## src/clp_pkg.sv

```systemverilog
package clp_pkg;
  localparam int CLK_NS = 100;
  localparam int OFF_BASE_NS = 20000;
  localparam int OFF_STEP_NS = 1600;
  localparam int BLANK_STEP_NS = 400;
  localparam int OFF_BASE_CYC = (OFF_BASE_NS + CLK_NS - 1) / CLK_NS;
  localparam int OFF_STEP_CYC = (OFF_STEP_NS + CLK_NS - 1) / CLK_NS;
  localparam int BLANK_STEP_CYC = (BLANK_STEP_NS + CLK_NS - 1) / CLK_NS;

  localparam logic [3:0] ADDR_CTRL = 4'h0;
  localparam logic [3:0] ADDR_CFG = 4'h4;
  localparam logic [3:0] ADDR_STATUS = 4'h8;

  // control register fields
  localparam int CTRL_MODE_LSB = 0;
  localparam int CTRL_RUN_BIT = 2;
  localparam int CTRL_ESF_BIT = 3;
  localparam int CTRL_RM_LSB = 4;
  localparam logic [5:0] CTRL_RESET = 6'h00;
  // configuration register fields
  localparam int CFG_ILIM_LSB = 0;
  localparam int CFG_OFF_LSB = 4;
  localparam int CFG_BLANK_LSB = 9;
  localparam logic [12:0] CFG_RESET = 13'h0000;

  localparam logic [1:0] MODE_DIRECT = 2'h0;
  localparam logic [1:0] MODE_INDIRECT = 2'h1;
  localparam logic [1:0] MODE_SPEED = 2'h2;
  localparam logic [1:0] MODE_CURRENT = 2'h3;

  localparam logic [1:0] RM_AUTO = 2'h0;
  localparam logic [1:0] RM_HIGH = 2'h1;
  localparam logic [1:0] RM_LOW = 2'h2;
  localparam logic [1:0] RM_FAST = 2'h3;

  localparam logic [2:0] PULSE_SHORT = 3'h2;
  localparam logic [2:0] PULSE_SYNC = 3'h3;
  localparam logic [2:0] PULSE_THERM = 3'h4;

  typedef enum logic [1:0] {BR_OFF, BR_DRIVE, BR_RECIRC, BR_WAIT} clp_br_e;
  typedef enum logic [1:0] {FP_IDLE, FP_LOW, FP_GAP} clp_fp_e;
endpackage

```

## src/clp_sync.sv

```systemverilog
`timescale 1ns/1ps
module clp_sync #(
  parameter int W = 1
) (
  input wire logic mclk,
  input wire logic reset_n,
  input wire logic [W-1:0] d,
  output logic [W-1:0] q
);
  logic [W-1:0] meta_r;
  logic [W-1:0] q_r;

  always_ff @(posedge mclk or negedge reset_n) begin
    if (!reset_n) begin
      meta_r <= '0;
      q_r <= '0;
    end else begin
      meta_r <= d;
      q_r <= meta_r;
    end
  end

  assign q = q_r;
endmodule

```

## src/clp_duty_div.sv

```systemverilog
`timescale 1ns/1ps
module clp_duty_div #(
  parameter int W = 20
) (
  input wire logic mclk,
  input wire logic reset_n,
  input wire logic start,
  input wire logic [W-1:0] num,
  input wire logic [W-1:0] den,
  output logic [7:0] duty
);
  logic [W:0] rem_r, rem_nxt, rem_sh;
  logic [W-1:0] den_r, den_nxt;
  logic [7:0] q_r, q_nxt, duty_r, duty_nxt;
  logic [3:0] step_r, step_nxt;

  // restoring division, one quotient bit per clock: duty = num*256/den
  always_comb begin
    rem_nxt = rem_r;
    den_nxt = den_r;
    q_nxt = q_r;
    duty_nxt = duty_r;
    step_nxt = step_r;
    rem_sh = {rem_r[W-1:0], 1'b0};
    if (start) begin
      if (num >= den) begin
        duty_nxt = 8'hFF;
        step_nxt = 4'h0;
      end else begin
        rem_nxt = {1'b0, num};
        den_nxt = den;
        q_nxt = 8'h00;
        step_nxt = 4'h8;
      end
    end else if (step_r != 4'h0) begin
      if (rem_sh >= {1'b0, den_r}) begin
        rem_nxt = rem_sh - {1'b0, den_r};
        q_nxt = {q_r[6:0], 1'b1};
      end else begin
        rem_nxt = rem_sh;
        q_nxt = {q_r[6:0], 1'b0};
      end
      step_nxt = step_r - 4'h1;
      if (step_r == 4'h1) begin
        duty_nxt = q_nxt;
      end
    end
  end

  always_ff @(posedge mclk or negedge reset_n) begin
    if (!reset_n) begin
      rem_r <= '0;
      den_r <= '0;
      q_r <= 8'h00;
      duty_r <= 8'h00;
      step_r <= 4'h0;
    end else begin
      rem_r <= rem_nxt;
      den_r <= den_nxt;
      q_r <= q_nxt;
      duty_r <= duty_nxt;
      step_r <= step_nxt;
    end
  end

  assign duty = duty_r;
endmodule

```

## src/clp_current_limit.sv

```systemverilog
`timescale 1ns/1ps
module clp_current_limit #(
  parameter int PER_W = 20
) (
  input wire logic mclk,
  input wire logic reset_n,
  input wire logic [3:0] reg_addr,
  input wire logic [31:0] reg_wdata,
  input wire logic reg_wr,
  input wire logic reg_rd,
  output logic [31:0] reg_rdata,
  input wire logic pwm_in,
  input wire logic ilim_cmp_in,
  input wire logic recirc_hs_pref,
  input wire logic fault_short,
  input wire logic fault_lost_sync,
  input wire logic fault_over_temp,
  input wire logic fault_temp_warn,
  input wire logic fault_undervolt,
  input wire logic serial_read_done,
  output logic bridge_drive,
  output logic recirc_high,
  output logic recirc_low,
  output logic recirc_fast,
  output logic gate_disable,
  output logic [3:0] ilim_threshold,
  output logic ds_blank,
  output logic fault_out_n_o,
  output logic fault_out_n_oe
);
  import clp_pkg::*;

  // pins from outside the clock domain
  logic pwm_s, cmp_s;
  clp_sync #(.W(2)) u_sync (
    .mclk(mclk),
    .reset_n(reset_n),
    .d({pwm_in, ilim_cmp_in}),
    .q({pwm_s, cmp_s})
  );

  // register file
  logic [5:0] ctrl_r, ctrl_nxt;
  logic [12:0] cfg_r, cfg_nxt;
  logic [31:0] rdata_r, rdata_nxt;
  logic [1:0] mode, recirc_mode_field;
  logic run_en, stop_on_fault_bit;
  logic [3:0] ilim_level_field, blank_time_field;
  logic [4:0] off_time_field;

  assign mode = ctrl_r[CTRL_MODE_LSB +: 2];
  assign run_en = ctrl_r[CTRL_RUN_BIT];
  assign stop_on_fault_bit = ctrl_r[CTRL_ESF_BIT];
  assign recirc_mode_field = ctrl_r[CTRL_RM_LSB +: 2];
  assign ilim_level_field = cfg_r[CFG_ILIM_LSB +: 4];
  assign off_time_field = cfg_r[CFG_OFF_LSB +: 5];
  assign blank_time_field = cfg_r[CFG_BLANK_LSB +: 4];

  // input period and duty measurement
  logic pwm_d_r;
  logic [PER_W-1:0] per_cnt_r, per_cnt_nxt, hi_cnt_r, hi_cnt_nxt;
  logic pwm_rise, per_timeout, div_start, zero_pct;
  logic [PER_W-1:0] div_num, div_den;
  logic [7:0] duty8;
  localparam logic [PER_W-1:0] PER_MAX = '1;

  assign pwm_rise = pwm_s & ~pwm_d_r;
  assign per_timeout = (per_cnt_r == PER_MAX - 1'b1);
  assign zero_pct = (per_cnt_r == PER_MAX) & ~pwm_s;
  assign div_start = pwm_rise | per_timeout;
  // a stalled input reads as 0% or 100%
  assign div_num = pwm_rise ? hi_cnt_r : (pwm_s ? PER_MAX : '0);
  assign div_den = pwm_rise ? per_cnt_r : PER_MAX;

  always_comb begin
    per_cnt_nxt = per_cnt_r;
    hi_cnt_nxt = hi_cnt_r;
    if (pwm_rise) begin
      per_cnt_nxt = {{(PER_W-1){1'b0}}, 1'b1};
      hi_cnt_nxt = {{(PER_W-1){1'b0}}, 1'b1};
    end else if (per_cnt_r != PER_MAX) begin
      per_cnt_nxt = per_cnt_r + 1'b1;
      if (pwm_s) begin
        hi_cnt_nxt = hi_cnt_r + 1'b1;
      end
    end
  end

  clp_duty_div #(.W(PER_W)) u_div (
    .mclk(mclk),
    .reset_n(reset_n),
    .start(div_start),
    .num(div_num),
    .den(div_den),
    .duty(duty8)
  );

  // threshold and timing values
  logic [3:0] thr_nxt;
  logic [9:0] off_cycles;
  logic [5:0] blank_cycles;
  logic indirect, timed_off;

  assign indirect = (mode == MODE_INDIRECT) | (mode == MODE_SPEED);
  assign timed_off = (mode == MODE_DIRECT) | (mode == MODE_CURRENT);
  // upper duty nibble n gives (n+1) steps of 12.5 mV, up to 200 mV
  assign thr_nxt = (mode == MODE_CURRENT) ? duty8[7:4]
                                          : ilim_level_field;
  assign off_cycles = 10'(OFF_BASE_CYC) +
                      10'(off_time_field) * 10'(OFF_STEP_CYC);
  assign blank_cycles = 6'(blank_time_field) * 6'(BLANK_STEP_CYC);

  // fault latching and gate disable
  logic short_latch_r, short_latch_nxt;
  logic short_d_r, short_rise, gate_dis_nxt;

  assign short_rise = fault_short & ~short_d_r;

  always_comb begin
    short_latch_nxt = short_latch_r;
    if (zero_pct | serial_read_done) begin
      short_latch_nxt = 1'b0;
    end
    // a short in the clearing cycle still latches
    if (fault_short & stop_on_fault_bit) begin
      short_latch_nxt = 1'b1;
    end
  end

  assign gate_dis_nxt = fault_undervolt |
    (stop_on_fault_bit & (short_latch_nxt | fault_short |
     fault_lost_sync | fault_over_temp));

  // bridge PWM control
  clp_br_e br_r, br_nxt;
  logic [9:0] off_cnt_r, off_cnt_nxt, fix_cnt_r, fix_cnt_nxt;
  logic [5:0] blank_cnt_r, blank_cnt_nxt;
  logic period_tick, cycle_start, trip;

  assign period_tick = (fix_cnt_r == 10'h000);
  assign trip = cmp_s & (blank_cnt_r == 6'h00);

  always_comb begin
    unique case (mode)
      MODE_DIRECT: cycle_start = pwm_rise;
      MODE_CURRENT: cycle_start = 1'b1;
      default: cycle_start = period_tick;
    endcase
  end

  always_comb begin
    br_nxt = br_r;
    off_cnt_nxt = off_cnt_r;
    blank_cnt_nxt = blank_cnt_r;
    fix_cnt_nxt = period_tick ? off_cycles - 10'h001
                              : fix_cnt_r - 10'h001;
    if (blank_cnt_r != 6'h00) begin
      blank_cnt_nxt = blank_cnt_r - 6'h01;
    end
    if (!run_en | gate_dis_nxt) begin
      br_nxt = BR_OFF;
      blank_cnt_nxt = 6'h00;
    end else begin
      unique case (br_r)
        BR_OFF: br_nxt = BR_WAIT;
        BR_WAIT: begin
          if (cycle_start) begin
            br_nxt = BR_DRIVE;
            blank_cnt_nxt = blank_cycles;
          end
        end
        BR_DRIVE: begin
          if (trip) begin
            if (timed_off) begin
              br_nxt = BR_RECIRC;
              off_cnt_nxt = off_cycles;
            end else begin
              br_nxt = BR_WAIT;
            end
          end else if ((mode == MODE_DIRECT) & ~pwm_s) begin
            br_nxt = BR_WAIT;
          end
        end
        BR_RECIRC: begin
          off_cnt_nxt = off_cnt_r - 10'h001;
          if (off_cnt_r == 10'h001) begin
            // current mode restarts drive here, without waiting for a period tick
            if (mode == MODE_CURRENT) begin
              br_nxt = BR_DRIVE;
              blank_cnt_nxt = blank_cycles;
            end else begin
              br_nxt = BR_WAIT;
            end
          end
        end
      endcase
    end
  end

  // recirculation path while waiting or recirculating; none while off
  logic rec_on, hs_nxt, ls_nxt, fast_nxt;
  assign rec_on = (br_nxt == BR_RECIRC) | (br_nxt == BR_WAIT);

  always_comb begin
    hs_nxt = 1'b0;
    ls_nxt = 1'b0;
    fast_nxt = 1'b0;
    if (rec_on) begin
      unique case (recirc_mode_field)
        RM_HIGH: hs_nxt = 1'b1;
        RM_LOW: ls_nxt = 1'b1;
        RM_FAST: fast_nxt = 1'b1;
        RM_AUTO: begin
          hs_nxt = recirc_hs_pref;
          ls_nxt = ~recirc_hs_pref;
        end
      endcase
    end
  end

  // fault output pulse sequencer
  clp_fp_e fp_r, fp_nxt;
  logic [2:0] fp_len_r, fp_len_nxt, fp_cnt_r, fp_cnt_nxt;
  logic [2:0] req_len;
  logic req_rep, req_new, req_hold, perm_low, direct_low, oe_nxt;

  assign direct_low = fault_short | fault_lost_sync | fault_over_temp |
                      fault_temp_warn | fault_undervolt | short_latch_r;
  assign perm_low = fault_undervolt |
                    (fault_over_temp & stop_on_fault_bit);

  always_comb begin
    req_len = PULSE_SHORT;
    req_rep = 1'b0;
    req_new = 1'b0;
    if (short_rise | short_latch_r) begin
      req_len = PULSE_SHORT;
      req_rep = stop_on_fault_bit;
      req_new = short_rise | short_latch_r;
    end else if (fault_lost_sync) begin
      req_len = PULSE_SYNC;
      req_rep = 1'b1;
      req_new = 1'b1;
    end else if ((fault_over_temp & ~stop_on_fault_bit) |
                 (fault_temp_warn & stop_on_fault_bit)) begin
      req_len = PULSE_THERM;
      req_rep = 1'b1;
      req_new = 1'b1;
    end
  end

  // repetition continues while the starting fault persists
  always_comb begin
    unique case (fp_len_r)
      PULSE_SHORT: req_hold = short_latch_r;
      PULSE_SYNC: req_hold = fault_lost_sync;
      default: req_hold = stop_on_fault_bit ? fault_temp_warn
                                            : fault_over_temp;
    endcase
  end

  always_comb begin
    fp_nxt = fp_r;
    fp_len_nxt = fp_len_r;
    fp_cnt_nxt = fp_cnt_r;
    unique case (fp_r)
      FP_IDLE: begin
        if (req_new & ~perm_low) begin
          fp_nxt = FP_LOW;
          fp_len_nxt = req_len;
          fp_cnt_nxt = req_len;
        end
      end
      FP_LOW: begin
        if (pwm_rise) begin
          if (fp_cnt_r != 3'h0) begin
            fp_cnt_nxt = fp_cnt_r - 3'h1;
          end else if (req_rep & req_hold) begin
            fp_nxt = FP_GAP;
            fp_cnt_nxt = fp_len_r - 3'h1;
          end else begin
            fp_nxt = FP_IDLE;
          end
        end
      end
      FP_GAP: begin
        if (pwm_rise) begin
          if (fp_cnt_r != 3'h0) begin
            fp_cnt_nxt = fp_cnt_r - 3'h1;
          end else if (req_hold) begin
            fp_nxt = FP_LOW;
            fp_cnt_nxt = fp_len_r - 3'h1;
          end else begin
            fp_nxt = FP_IDLE;
          end
        end
      end
    endcase
  end

  always_comb begin
    if (mode == MODE_DIRECT) begin
      oe_nxt = direct_low;
    end else begin
      oe_nxt = perm_low | (fp_nxt == FP_LOW);
    end
  end

  // register access
  always_comb begin
    ctrl_nxt = ctrl_r;
    cfg_nxt = cfg_r;
    rdata_nxt = 32'h0000_0000;
    if (reg_wr) begin
      unique case (reg_addr)
        ADDR_CTRL: ctrl_nxt = reg_wdata[5:0];
        ADDR_CFG: cfg_nxt = reg_wdata[12:0];
        default: ;
      endcase
    end
    if (reg_rd) begin
      unique case (reg_addr)
        ADDR_CTRL: rdata_nxt = {26'h0, ctrl_r};
        ADDR_CFG: rdata_nxt = {19'h0, cfg_r};
        ADDR_STATUS: rdata_nxt = {16'h0000, bridge_drive, gate_disable,
                                  short_latch_r, fault_out_n_oe,
                                  ilim_threshold, duty8};
        default: rdata_nxt = 32'h0000_0000;
      endcase
    end
  end

  // output flops
  logic drive_r, hs_r, ls_r, fast_r, gdis_r, blank_o_r, oe_r;
  logic [3:0] thr_r;

  always_ff @(posedge mclk or negedge reset_n) begin
    if (!reset_n) begin
      ctrl_r <= CTRL_RESET;
      cfg_r <= CFG_RESET;
      rdata_r <= 32'h0000_0000;
      pwm_d_r <= 1'b0;
      per_cnt_r <= '0;
      hi_cnt_r <= '0;
      short_latch_r <= 1'b0;
      short_d_r <= 1'b0;
      br_r <= BR_OFF;
      off_cnt_r <= 10'h000;
      fix_cnt_r <= 10'h000;
      blank_cnt_r <= 6'h00;
      fp_r <= FP_IDLE;
      fp_len_r <= PULSE_SHORT;
      fp_cnt_r <= 3'h0;
      drive_r <= 1'b0;
      hs_r <= 1'b0;
      ls_r <= 1'b0;
      fast_r <= 1'b0;
      gdis_r <= 1'b0;
      thr_r <= 4'h0;
      blank_o_r <= 1'b0;
      oe_r <= 1'b0;
    end else begin
      ctrl_r <= ctrl_nxt;
      cfg_r <= cfg_nxt;
      rdata_r <= rdata_nxt;
      pwm_d_r <= pwm_s;
      per_cnt_r <= per_cnt_nxt;
      hi_cnt_r <= hi_cnt_nxt;
      short_latch_r <= short_latch_nxt;
      short_d_r <= fault_short;
      br_r <= br_nxt;
      off_cnt_r <= off_cnt_nxt;
      fix_cnt_r <= fix_cnt_nxt;
      blank_cnt_r <= blank_cnt_nxt;
      fp_r <= fp_nxt;
      fp_len_r <= fp_len_nxt;
      fp_cnt_r <= fp_cnt_nxt;
      drive_r <= (br_nxt == BR_DRIVE);
      hs_r <= hs_nxt;
      ls_r <= ls_nxt;
      fast_r <= fast_nxt;
      gdis_r <= gate_dis_nxt;
      thr_r <= thr_nxt;
      blank_o_r <= (blank_cnt_nxt != 6'h00);
      oe_r <= oe_nxt;
    end
  end

  assign reg_rdata = rdata_r;
  assign bridge_drive = drive_r;
  assign recirc_high = hs_r;
  assign recirc_low = ls_r;
  assign recirc_fast = fast_r;
  assign gate_disable = gdis_r;
  assign ilim_threshold = thr_r;
  assign ds_blank = blank_o_r;
  // open drain: only ever pulls low, released when enable is low
  assign fault_out_n_o = 1'b0;
  assign fault_out_n_oe = oe_r;
endmodule

```

## config.mk

```make
export PLATFORM = sky130hd
export DESIGN_NAME = clp_current_limit
export DESIGN_NICKNAME = d
export VERILOG_FILES = /design/src/clp_pkg.sv /design/src/clp_sync.sv /design/src/clp_duty_div.sv /design/src/clp_current_limit.sv
export SDC_FILE = /design/constraint.sdc
export NUM_CORES = 1
export LEC_CHECK = 0
export BUFFER_PORTS_ARGS = -buffer_cell sky130_fd_sc_hd__buf_2
export CAP_MARGIN = 5
export CORE_ASPECT_RATIO = 1.1
export CORE_UTILIZATION = 67
export CTS_BUF_LIST = sky130_fd_sc_hd__clkbuf_8
export DETAILED_ROUTE_END_ITERATION = 8
export GPL_TIMING_DRIVEN = 0
export PLACE_DENSITY = 0.95
export SYNTH_ARGS = -nofsm -noshare
export SYNTH_HDL_FRONTEND = slang
export SYNTH_SLANG_ARGS = --single-unit
```

## constraint.sdc

```tcl
create_clock -name mclk -period 6.6 [get_ports mclk]
set_clock_uncertainty 0.1 [all_clocks]
set_input_delay 0.99 -clock mclk [delete_from_list [all_inputs] [get_ports mclk]]
set_output_delay 0.99 -clock mclk [all_outputs]
set_load 0.02 [all_outputs]
```

Word-level counts from Yosys, hierarchy flattened. Index checks and enable logic that the tools add are counted.

$lt $le $gt $ge: 2. Equal/unequal tests: 31. $add $sub $neg: 11. Bitwise gates (word level): 38. Mux-type cells: 79. Reductions and logical operators: 26.

Operators with widths (number): 20-bit 2-to-1 mux (12); 16-bit case mux with 3 select lines (1); 20-bit by 1-bit adder with 20-bit output, second input constant (2); 20-bit == test, second input constant (2); 8-bit 2-to-1 mux (4); 10-bit 2-to-1 mux (3); 3-bit 2-to-1 mux (10); 6-bit 2-to-1 mux (5); 10-bit by 1-bit subtractor with 10-bit output, second input constant (3); 2-bit 2-to-1 mux (12); 21-bit by 20-bit greater-or-equal comparator with 1-bit output (1); 7-bit 2-to-1 mux (3); 20-bit greater-or-equal comparator (1); 20-bit != test, second input constant (1); 10-bit case mux with 2 select lines (1); 20-bit subtractor (1); 1-bit OR (18); 2-bit == test, second input constant (8); 16-bit 2-to-1 mux (1); 4-bit 2-to-1 mux (4); 1-bit 2-to-1 mux (15); 1-bit AND (12); 2-bit != test, second input constant (6); 6-bit case mux with 2 select lines (1); 30 further kinds (60).

Output and inout port bits: 44. Logic and storage cells: 217. Input bits: 49. Bits in registers: 204.

Depth between registers and ports, before layout. Gate-level depths: netlist of run 1.

Depth after elaboration: 15. Depth in mapped cells: 15. Depth with buffers taken out: 11.

Hierarchy. From an unflattened synthesis of run 1, not the netlist that was laid out.

Cells, all modules: 1188. Area, all modules: 11088.1 um^2.

Modules (own cells, without submodules): clp_current_limit (times used 1, area an instance 6710.2 um^2, sequential area each 3129.3 um^2, cells an instance 707); clp_duty_div (times used 1, area an instance 4277.9 um^2, sequential area each 1476.4 um^2, cells an instance 477); clp_sync (times used 1, area an instance 100.1 um^2, sequential area each 100.1 um^2, cells an instance 4).

Worst setup path before layout of run 1. No wires, ideal clock.

Path type: register to register. Start point: register u_sync.q_r[1], in the netlist u_sync.q[1]. End point: register u_div.rem_r[16]. Buffers on the path: 4. Required time: 6.374 ns. Data arrival time: 2.979 ns. Path slack: 3.395 ns. Library setup time: 0.126 ns. Cell stages (with the launch flop): 15. Path through: dfrtp_1 -> clkbuf_1 -> inv_1 -> clkbuf_1 -> clkbuf_1 -> nor2_1 -> ha_1 -> a21oi_1 -> o21ai_0 -> a221oi_1 -> o211ai_2 -> and2_1 -> clkbuf_1 -> a211oi_1 -> a21oi_1.

Word-level cells in the longest chain between the ends: 5.

Ends and longest elaborated chain: start: declaration (RTL line clp_sync.sv:11) `logic [W-1:0] q_r;`; start signal: assignment (RTL line clp_sync.sv:19) `q_r <= meta_r;`; 20-bit 2-to-1 mux / 1-bit AND (equally long branches) (RTL line clp_current_limit.sv:72, clp_current_limit.sv:67); 20-bit 2-to-1 mux, on equally long branches (RTL line clp_current_limit.sv:72, clp_current_limit.sv:73); 20-bit greater-or-equal comparator (RTL line clp_duty_div.sv:26) `if (num >= den) begin`; 2-bit != test (no line); 2-bit AND reduction (no line); end signal: assignment (RTL line clp_duty_div.sv:58) `rem_r <= rem_nxt;`; end: declaration (RTL line clp_duty_div.sv:12) `logic [W:0] rem_r, rem_nxt, rem_sh;`.

Parallel ways exist; a longest one is shown, timed or not. The select of a mux whose other input is x is not followed. A chain may end at the register's enable or synchronous reset.

Worst setup path after layout of run 1.
Start point: register u_sync.q_r[1], in the netlist u_sync.q[1]. End point: register u_div.rem_r[18].

Word-level cells in the longest chain between the ends: 5.

Ends and longest elaborated chain: 1-bit AND (RTL line clp_current_limit.sv:67) `assign pwm_rise = pwm_s & ~pwm_d_r;`; 20-bit 2-to-1 mux (RTL line clp_current_limit.sv:73) `assign div_den = pwm_rise ? per_cnt_r : PER_MAX;`; net div_den[0] (RTL line clp_current_limit.sv:63) `logic [PER_W-1:0] div_num, div_den;`; 20-bit greater-or-equal comparator (RTL line clp_duty_div.sv:26); 2-bit != test (no line); 2-bit AND reduction (no line).

The timed path passes the listed nets, and every way through them passes these cells. The select of a mux whose other input is x is not followed.

==> impl_metrics.toml, run 1 <==
[clocking]
cts_hold_buf = 0
cts_made_buffers = 17
clkSinkCount = 188
clkTransAtPathRegs_ns = 0.09
clk_latency_ns = 0.48
clock_tree.buffer_depth = 2
cts_setup_buffers = 0
cts_tree = "yes"
htree_levels = 4
cts-root-buf = "clkbuf_8"
cts_resized = 0

[floorplanning]
die_y_um = 135
core_area_um2 = 15700
die_w_um = 123
io_pins = 93
rows = 48
die-area_um2 = 16700
initial_core_util_pct = 68.9

[synthesis]
synth_edf_count = 0
synth_top_family_by_area = "simple AND/OR/NAND/NOR gates"
synthSimpleGateAreaFrac_pct = 20.2
synthArstFlopShare_pct = 100
synth_cell_types = 71
synthMuxAreaShare_pct = 4.69
synth-main-ff-cell = "dfrtp_1"
synthAdderAreaFrac_pct = 7.23
ys.warnings.count = 0
synth-compound-area-share_pct = 15.2
syn_avg_cell_area_um2 = 9.01
synth_cells = 1203
seq_area_frac_synth_pct = 43.4
synth_xor_area_share_pct = 4.53
netlist_area_um2 = 10800
synth_seq_cells = 188

[placement]
dp_slack_ns = 2.66
dpl.hpwl_um = 20100
place_congestion = 0.940
io_buffers = 56

[hold_path]
whs_path_depth = 0
hold_end = "u_sync.q[1]"
hp-start = "u_sync.meta_r[1]"
hold_class = "reg -> reg"

[routing]
viasPerCell = 6.33
drc = 0
via_count = 9547
ant_nets = 0
drt_iter0_drc = 942
wl_per_cell_um = 17.8
routed_wl_um = 26900
dr.pass1.iters = 6

[cells_and_area]
mostFrequentLayoutCells = "dfrtp_1 (187), nor2_1 (178), nand2_1 (131)"
diodes = 0
ff_latch_area_um2 = 4710
final.fill_count = 1056
multiInputGateArea_um2 = 5680
fin_nets = 1406
final_common_cell = "dfrtp_1"
area_delta_synth_final_pct = 9.28
drive_gt1_share_pct = 11.5

[timing]
fin_setup_tns_ns = 0
relSlewSlack_pct = 14.2
finalHoldViolations = 0
max_clock_freq_mhz = 233
rsz0062_at_grt = "false"
setup_slack_ns = 2.30
maxSlewViolCount = 0
tightestPinTransition_ns = 1.27
post-route-period-util_pct = 65.1
fin_crit_ns = 4.30
finalSetupViolCount = 0

[global_routing]
overflow = 0
grt_max_degree = 133
first_global_vias = 9332
antenna_found_initial = 0
grtUsageTotal_pct = 33.8
grt_pass1_wl_um = 43600

[power_and_ir_drop]
power_density_nw_per_um2 = 352
p_leak_uw = 0.00562
peakVddDrop_mv = 0.319

[job]
cap_violations = 0

[critical_path]
rrSetupSlack_ns = 2.30
critPathArrivalTime_ns = 4.58
reg2reg_depth = 14
crit_fanout = 10
r2r-start = "u_sync.q[1]"
crit_type = "reg -> reg"
start_kind = "register"
r2r-end = "u_div.rem_r[18]"
end_kind = "register"
crit_required_ns = 6.89

[status]
status = "complete, no violations"
==> logic make-up after synthesis <==
kind of cell,after synthesis
buf+inv,119
mux,47
other cells,1
flops,188
simple gates,475
xor+xnor,56
compound gates,255
fa+ha+maj,62
==> cells in the mapped netlist (all sizes together) (4+ instances only) <==
library cell / n / share of area, %
dfrtp: 187 / 43
a21oi: 60 / 2.8
or3: 8 / 0.46
o21a: 9 / 0.62
nor2b: 11 / 0.64
and3: 15 / 0.87
clkbuf: 41 / 1.4
a22o: 6 / 0.48
o22ai: 5 / 0.29
nand4: 15 / 0.87
nor4b: 5 / 0.46
o211ai: 8 / 0.60
nand2: 132 / 4.6
buf: 20 / 1.3
a22oi: 9 / 0.62
and2: 5 / 0.29
a211oi: 11 / 0.76
inv: 57 / 2.0
nor3: 29 / 1.3
xor2: 29 / 2.3
a222oi: 6 / 0.55
a21o: 9 / 0.62
mux2i: 17 / 1.6
o31ai: 5 / 0.35
nand3: 31 / 1.4
o21ai: 81 / 3.7
mux2: 30 / 3.1
o2bb2ai: 5 / 0.40
o41ai: 4 / 0.39
o22a: 10 / 0.81
ha: 61 / 7.0
nor4: 10 / 0.69
nor2: 178 / 6.2
nand2b: 19 / 1.1
xnor2: 27 / 2.2
==> cell type report <==
class / instances / share of cell area [%]
Multi-Input combinational cell: 912 / 47.9
Sequential cell: 188 / 39.7
Timing Repair Buffer: 57 / 2.68
Buffer: 61 / 2.49
Clock buffer: 19 / 2.21
Tap cell: 200 / 2.11
Inverter: 58 / 1.84
Clock inverter: 13 / 0.983
==> how the worst max path moves through the flow <==
stage / from / end / slack, ns / cells past startpoint
after floorplan: u_sync.q[1] / u_div.rem_r[16] / 3.39 / 14
after global placement: reset_n / u_div.rem_r[16] / 1.58 / 1
after detailed placement: u_sync.q[1] / u_div.rem_r[16] / 2.66 / 13
after CTS: u_sync.q[1] / u_div.rem_r[18] / 2.44 / 14
after global routing: u_sync.q[1] / u_div.rem_r[18] / 2.04 / 14
final: u_sync.q[1] / u_div.rem_r[18] / 2.30 / 14
==> worst max-delay path, stage by stage, from the launching register on <==
cell and delay, ns:
dfrtp_1 0.40, clkbuf_1 0.40, nor2b_1 0.31, clkbuf_1 0.41
nand2_1 0.18, ha_1 0.34, nor3b_1 0.29, o21ai_0 0.17
a211oi_1 0.31, o211ai_2 0.30, and2_1 0.27, clkbuf_1 0.23
nor3_1 0.30, a31oi_1 0.08, o211ai_1 0.11
==> per-layer routing <==
layer / vias up / GRT usage [%] / wire, um
met5: - / 0 / 0
met4: 0 / 19.0 / 1420
met3: 142 / 6.52 / 1830
met2: 486 / 57.8 / 13400
met1: 4553 / 39.6 / 10200
li1: 4366 / - / -
==> report_power, final <==
part	internal, uW	switching [uW]	leakage, uW
sequential	1400	232	0.00236
clock	320	424	0.000194
combinational	764	1030	0.00306
total	2480	1690	0.00562
==> through the flow <==
stage / power (uW) / hold slack, ns / utilization (%) / area [um^2] / cells
floorplan: 2950 / 0.231 / - / 10900 / 1219
global placement: 3300 / 0.235 / 72.6 / 11400 / 1475
detailed placement: 3400 / 0.241 / 72.9 / 11500 / 1476
CTS: 4140 / 0.263 / 75.3 / 11800 / 1508
global route: 4430 / 0.272 / 75.3 / 11800 / 1508
finish: 4170 / 0.260 / 75.3 / 11800 / 1508
==> registers in the layout, summed over array words and instances, names as in the netlist, 3 cells and up <==
register	cells
blank_cnt_r	6
cfg_r	13
ctrl_r	6
fix_cnt_r	10
fp_cnt_r	3
fp_len_r	3
hi_cnt_r	20
ilim_threshold	4
off_cnt_r	10
per_cnt_r	20
reg_rdata	16
u_div.den_r	20
u_div.duty	8
u_div.q_r	7
u_div.rem_r	20
u_div.step_r	4
Note: power is estimated with default switching activity, not from simulation.
==> run 2, diff against run 1 <==
--- a/config.mk
+++ b/config.mk
@@ -5,14 +5,15 @@
 export SDC_FILE = /design/constraint.sdc
 export NUM_CORES = 1
 export LEC_CHECK = 0
+export ABC_AREA = 1
 export BUFFER_PORTS_ARGS = -buffer_cell sky130_fd_sc_hd__buf_2
 export CAP_MARGIN = 5
 export CORE_ASPECT_RATIO = 1.1
-export CORE_UTILIZATION = 67
+export CORE_UTILIZATION = 63
 export CTS_BUF_LIST = sky130_fd_sc_hd__clkbuf_8
 export DETAILED_ROUTE_END_ITERATION = 8
 export GPL_TIMING_DRIVEN = 0
-export PLACE_DENSITY = 0.95
+export PLACE_DENSITY = 0.93
 export SYNTH_ARGS = -nofsm -noshare
 export SYNTH_HDL_FRONTEND = slang
 export SYNTH_SLANG_ARGS = --single-unit
==> constraint.sdc (replaced) <==
create_clock -name mclk -period 4.4 [get_ports mclk]
set_clock_uncertainty 0.1 [all_clocks]
set_input_delay 0.66 -clock mclk [delete_from_list [all_inputs] [get_ports mclk]]
set_output_delay 0.66 -clock mclk [all_outputs]
set_load 0.02 [all_outputs]
==> impl_metrics.toml, run 2 <==
[clocking]
cts_resized = 0
clkSinkCount = 188
cts-root-buf = "clkbuf_8"
htree_levels = 4
cts_made_buffers = 17
cts_hold_buf = 0
cts_setup_buffers = 0
cts_tree = "yes"
clock_tree.buffer_depth = 2
clk_latency_ns = 0.48
clkTransAtPathRegs_ns = 0.10

[synthesis]
synthMuxAreaShare_pct = 0.471
synth_top_family_by_area = "simple AND/OR/NAND/NOR gates"
seq_area_frac_synth_pct = 39.3
synth-compound-area-share_pct = 10.5
synth_seq_cells = 188
synthSimpleGateAreaFrac_pct = 30.7
synth_edf_count = 0
synthArstFlopShare_pct = 100
netlist_area_um2 = 12000
synth_cells = 1650
synthAdderAreaFrac_pct = 6.55
synth_cell_types = 56
synth_largest_area_cell = "dfrtp_1"
synth.most_common_cell = "nand2_1"
synth_top_cells_by_count = "nand2_1 (463), inv_1 (217), nor2_1 (207), dfrtp_1 (187), nand3_1 (90)"
synth-main-ff-cell = "dfrtp_1"
synth_xor_area_share_pct = 2.64
synth_top_area_share_pct = 39.1
ys.warnings.count = 0
ys_top_cells_by_area = "dfrtp_1 (39%), nand2_1 (15%), inv_1 (6.8%)"
syn_avg_cell_area_um2 = 7.25

[status]
violations = "hold timing"
status = "finished with violations"

[floorplanning]
die_y_um = 147
io_pins = 93
die_w_um = 133
rows = 52
core_area_um2 = 18500
initial_core_util_pct = 64.7
die-area_um2 = 19500

[global_routing]
grt_max_degree = 130
grt_pass1_wl_um = 49800
first_global_vias = 10700
antenna_found_initial = 0
grtUsageTotal_pct = 31.8
overflow = 0

[timing]
finalHoldViolations = 18
relSlewSlack_pct = 58.2
post-route-period-util_pct = 81.5
rsz0062_at_grt = "false"
fin_crit_ns = 3.59
timing.hold.ws_ns = -0.0163
tightestPinTransition_ns = 0.627
max_clock_freq_mhz = 279
maxSlewViolCount = 0
finalSetupViolCount = 0
fin_setup_tns_ns = 0

[power_and_ir_drop]
p_total_uw = 6100
p_leak_uw = 0.00700
power_density_nw_per_um2 = 468
peakVddDrop_mv = 0.360

[placement]
dpl.hpwl_um = 22800
io_buffers = 55
place_congestion = 0.999

[routing]
ant_nets = 0
dr.pass1.iters = 6
drt_iter0_drc = 1050
via_count = 11200
routed_wl_um = 29700
wl_per_cell_um = 14.8
viasPerCell = 5.61
drc = 0

[critical_path]
crit_family = "simple AND/OR/NAND/NOR gates"
cp_common_cell = "nand2_1"
slowest_stage = "dfrtp_1"
cp_cell_sequence = "inv_2 -> nor2_4 -> inv_2 -> clkbuf_1 -> nor2_1 -> ha_1 -> nand2_1 -> nor2_1 -> nand2_1 -> nor2_1 -> nand2_1 -> nand4_1 -> nor2_4 -> nor2_2 -> buf_2 -> nand2_1 -> nand2_1"
end_kind = "register"
crit_required_ns = 4.72
crit_type = "reg -> reg"
crit_fanout = 10
worst-path-buf-inv = 4
max_stage_delay_ns = 0.48
critPathArrivalTime_ns = 3.90
start_kind = "register"

[job]
cap_violations = 0

[cells_and_area]
final_common_cell = "nand2_1"
fin_nets = 1852
mostFrequentLayoutCells = "nand2_1 (463), inv_1 (218), nor2_1 (207)"
final.fill_count = 1484
drive_gt1_share_pct = 11.1
diodes = 0
area_delta_synth_final_pct = 8.94

[hold_path]
hold_class = "in -> async"
==> run 2: changes by cell type in the layout (fill, tap and decap cells not counted), moves of 20 or more <==
cell	previous run	this run
clkbuf_1	41	17
mux2_2	30	5
inv_1	57	218
a21oi_1	60	87
nand3_1	31	90
nand2_1	131	463
nor2_1	178	207
xnor2_1	27	7
==> run 2: metal layers <==
metal / part of all wire [%] / wire [um] / GRT usage [%]
met5: 0 / 0 / 0
met4: 5.1 / 1500 / 17.6
met3: 6.6 / 1940 / 4.90
met2: 49 / 14500 / 54.4
met1: 39 / 11700 / 38.4
==> run 2: power by group <==
part / total (uW) / internal [uW] / switching (uW) / leakage (uW)
combinational: 2560 / 900 / 1660 / 0.00442
clock: 1160 / 494 / 663 / 0.000207
sequential: 2380 / 2080 / 302 / 0.00237
==> run 2: area by class of cell <==
cell class | count | area [um^2] | area share, %
Tap cell | 243 | 304 | 2.33
Clock buffer | 19 | 262 | 2.01
Multi-Input combinational cell | 1199 | 6150 | 47.2
Buffer | 55 | 328 | 2.52
Sequential cell | 188 | 4710 | 36.1
Inverter | 224 | 841 | 6.45
Timing Repair Buffer | 56 | 313 | 2.40
Clock inverter | 13 | 131 | 1.01
==> run 2: final timing paths <==
check	to	slack (ns)	start	cells past startpoint
worst max-delay path	u_div.q_r[2]	0.81	u_sync.q[1]	17
worst min-delay path	fix_cnt_r[1]	-0.02	reset_n	1
worst max register to register	u_div.q_r[2]	0.81	u_sync.q[1]	17
worst min register to register	u_sync.q[1]	0.26	u_sync.meta_r[1]	0
max in group asynchronous	u_div.q_r[2]	3.27	reset_n	2
min in group mclk	u_sync.meta_r[0]	0.18	ilim_cmp_in	1
==> run 2: kinds of logic after synthesis <==
kind of cell / count (synthesis)
muxes: 5
other: 1
and+or+nand+nor: 862
xor gates and xnor gates: 36
DFF: 188
buffers and inverters: 279
AOI/OAI and AO/OA: 217
adders and majority gates: 62
==> run 2: through the flow <==
step	hold WS, ns	cell area (um^2)	util [%]	std cells	worst slack, ns
floorplan	0.231	12000	-	1666	1.76
global placement	0.233	12600	68.2	1964	-0.300
detailed placement	0.240	12600	68.4	1965	0.990
CTS	0.0111	13000	70.5	1997	0.891
global route	0.0155	13000	70.5	1997	0.566
finish	-0.0163	13000	70.5	1997	0.813
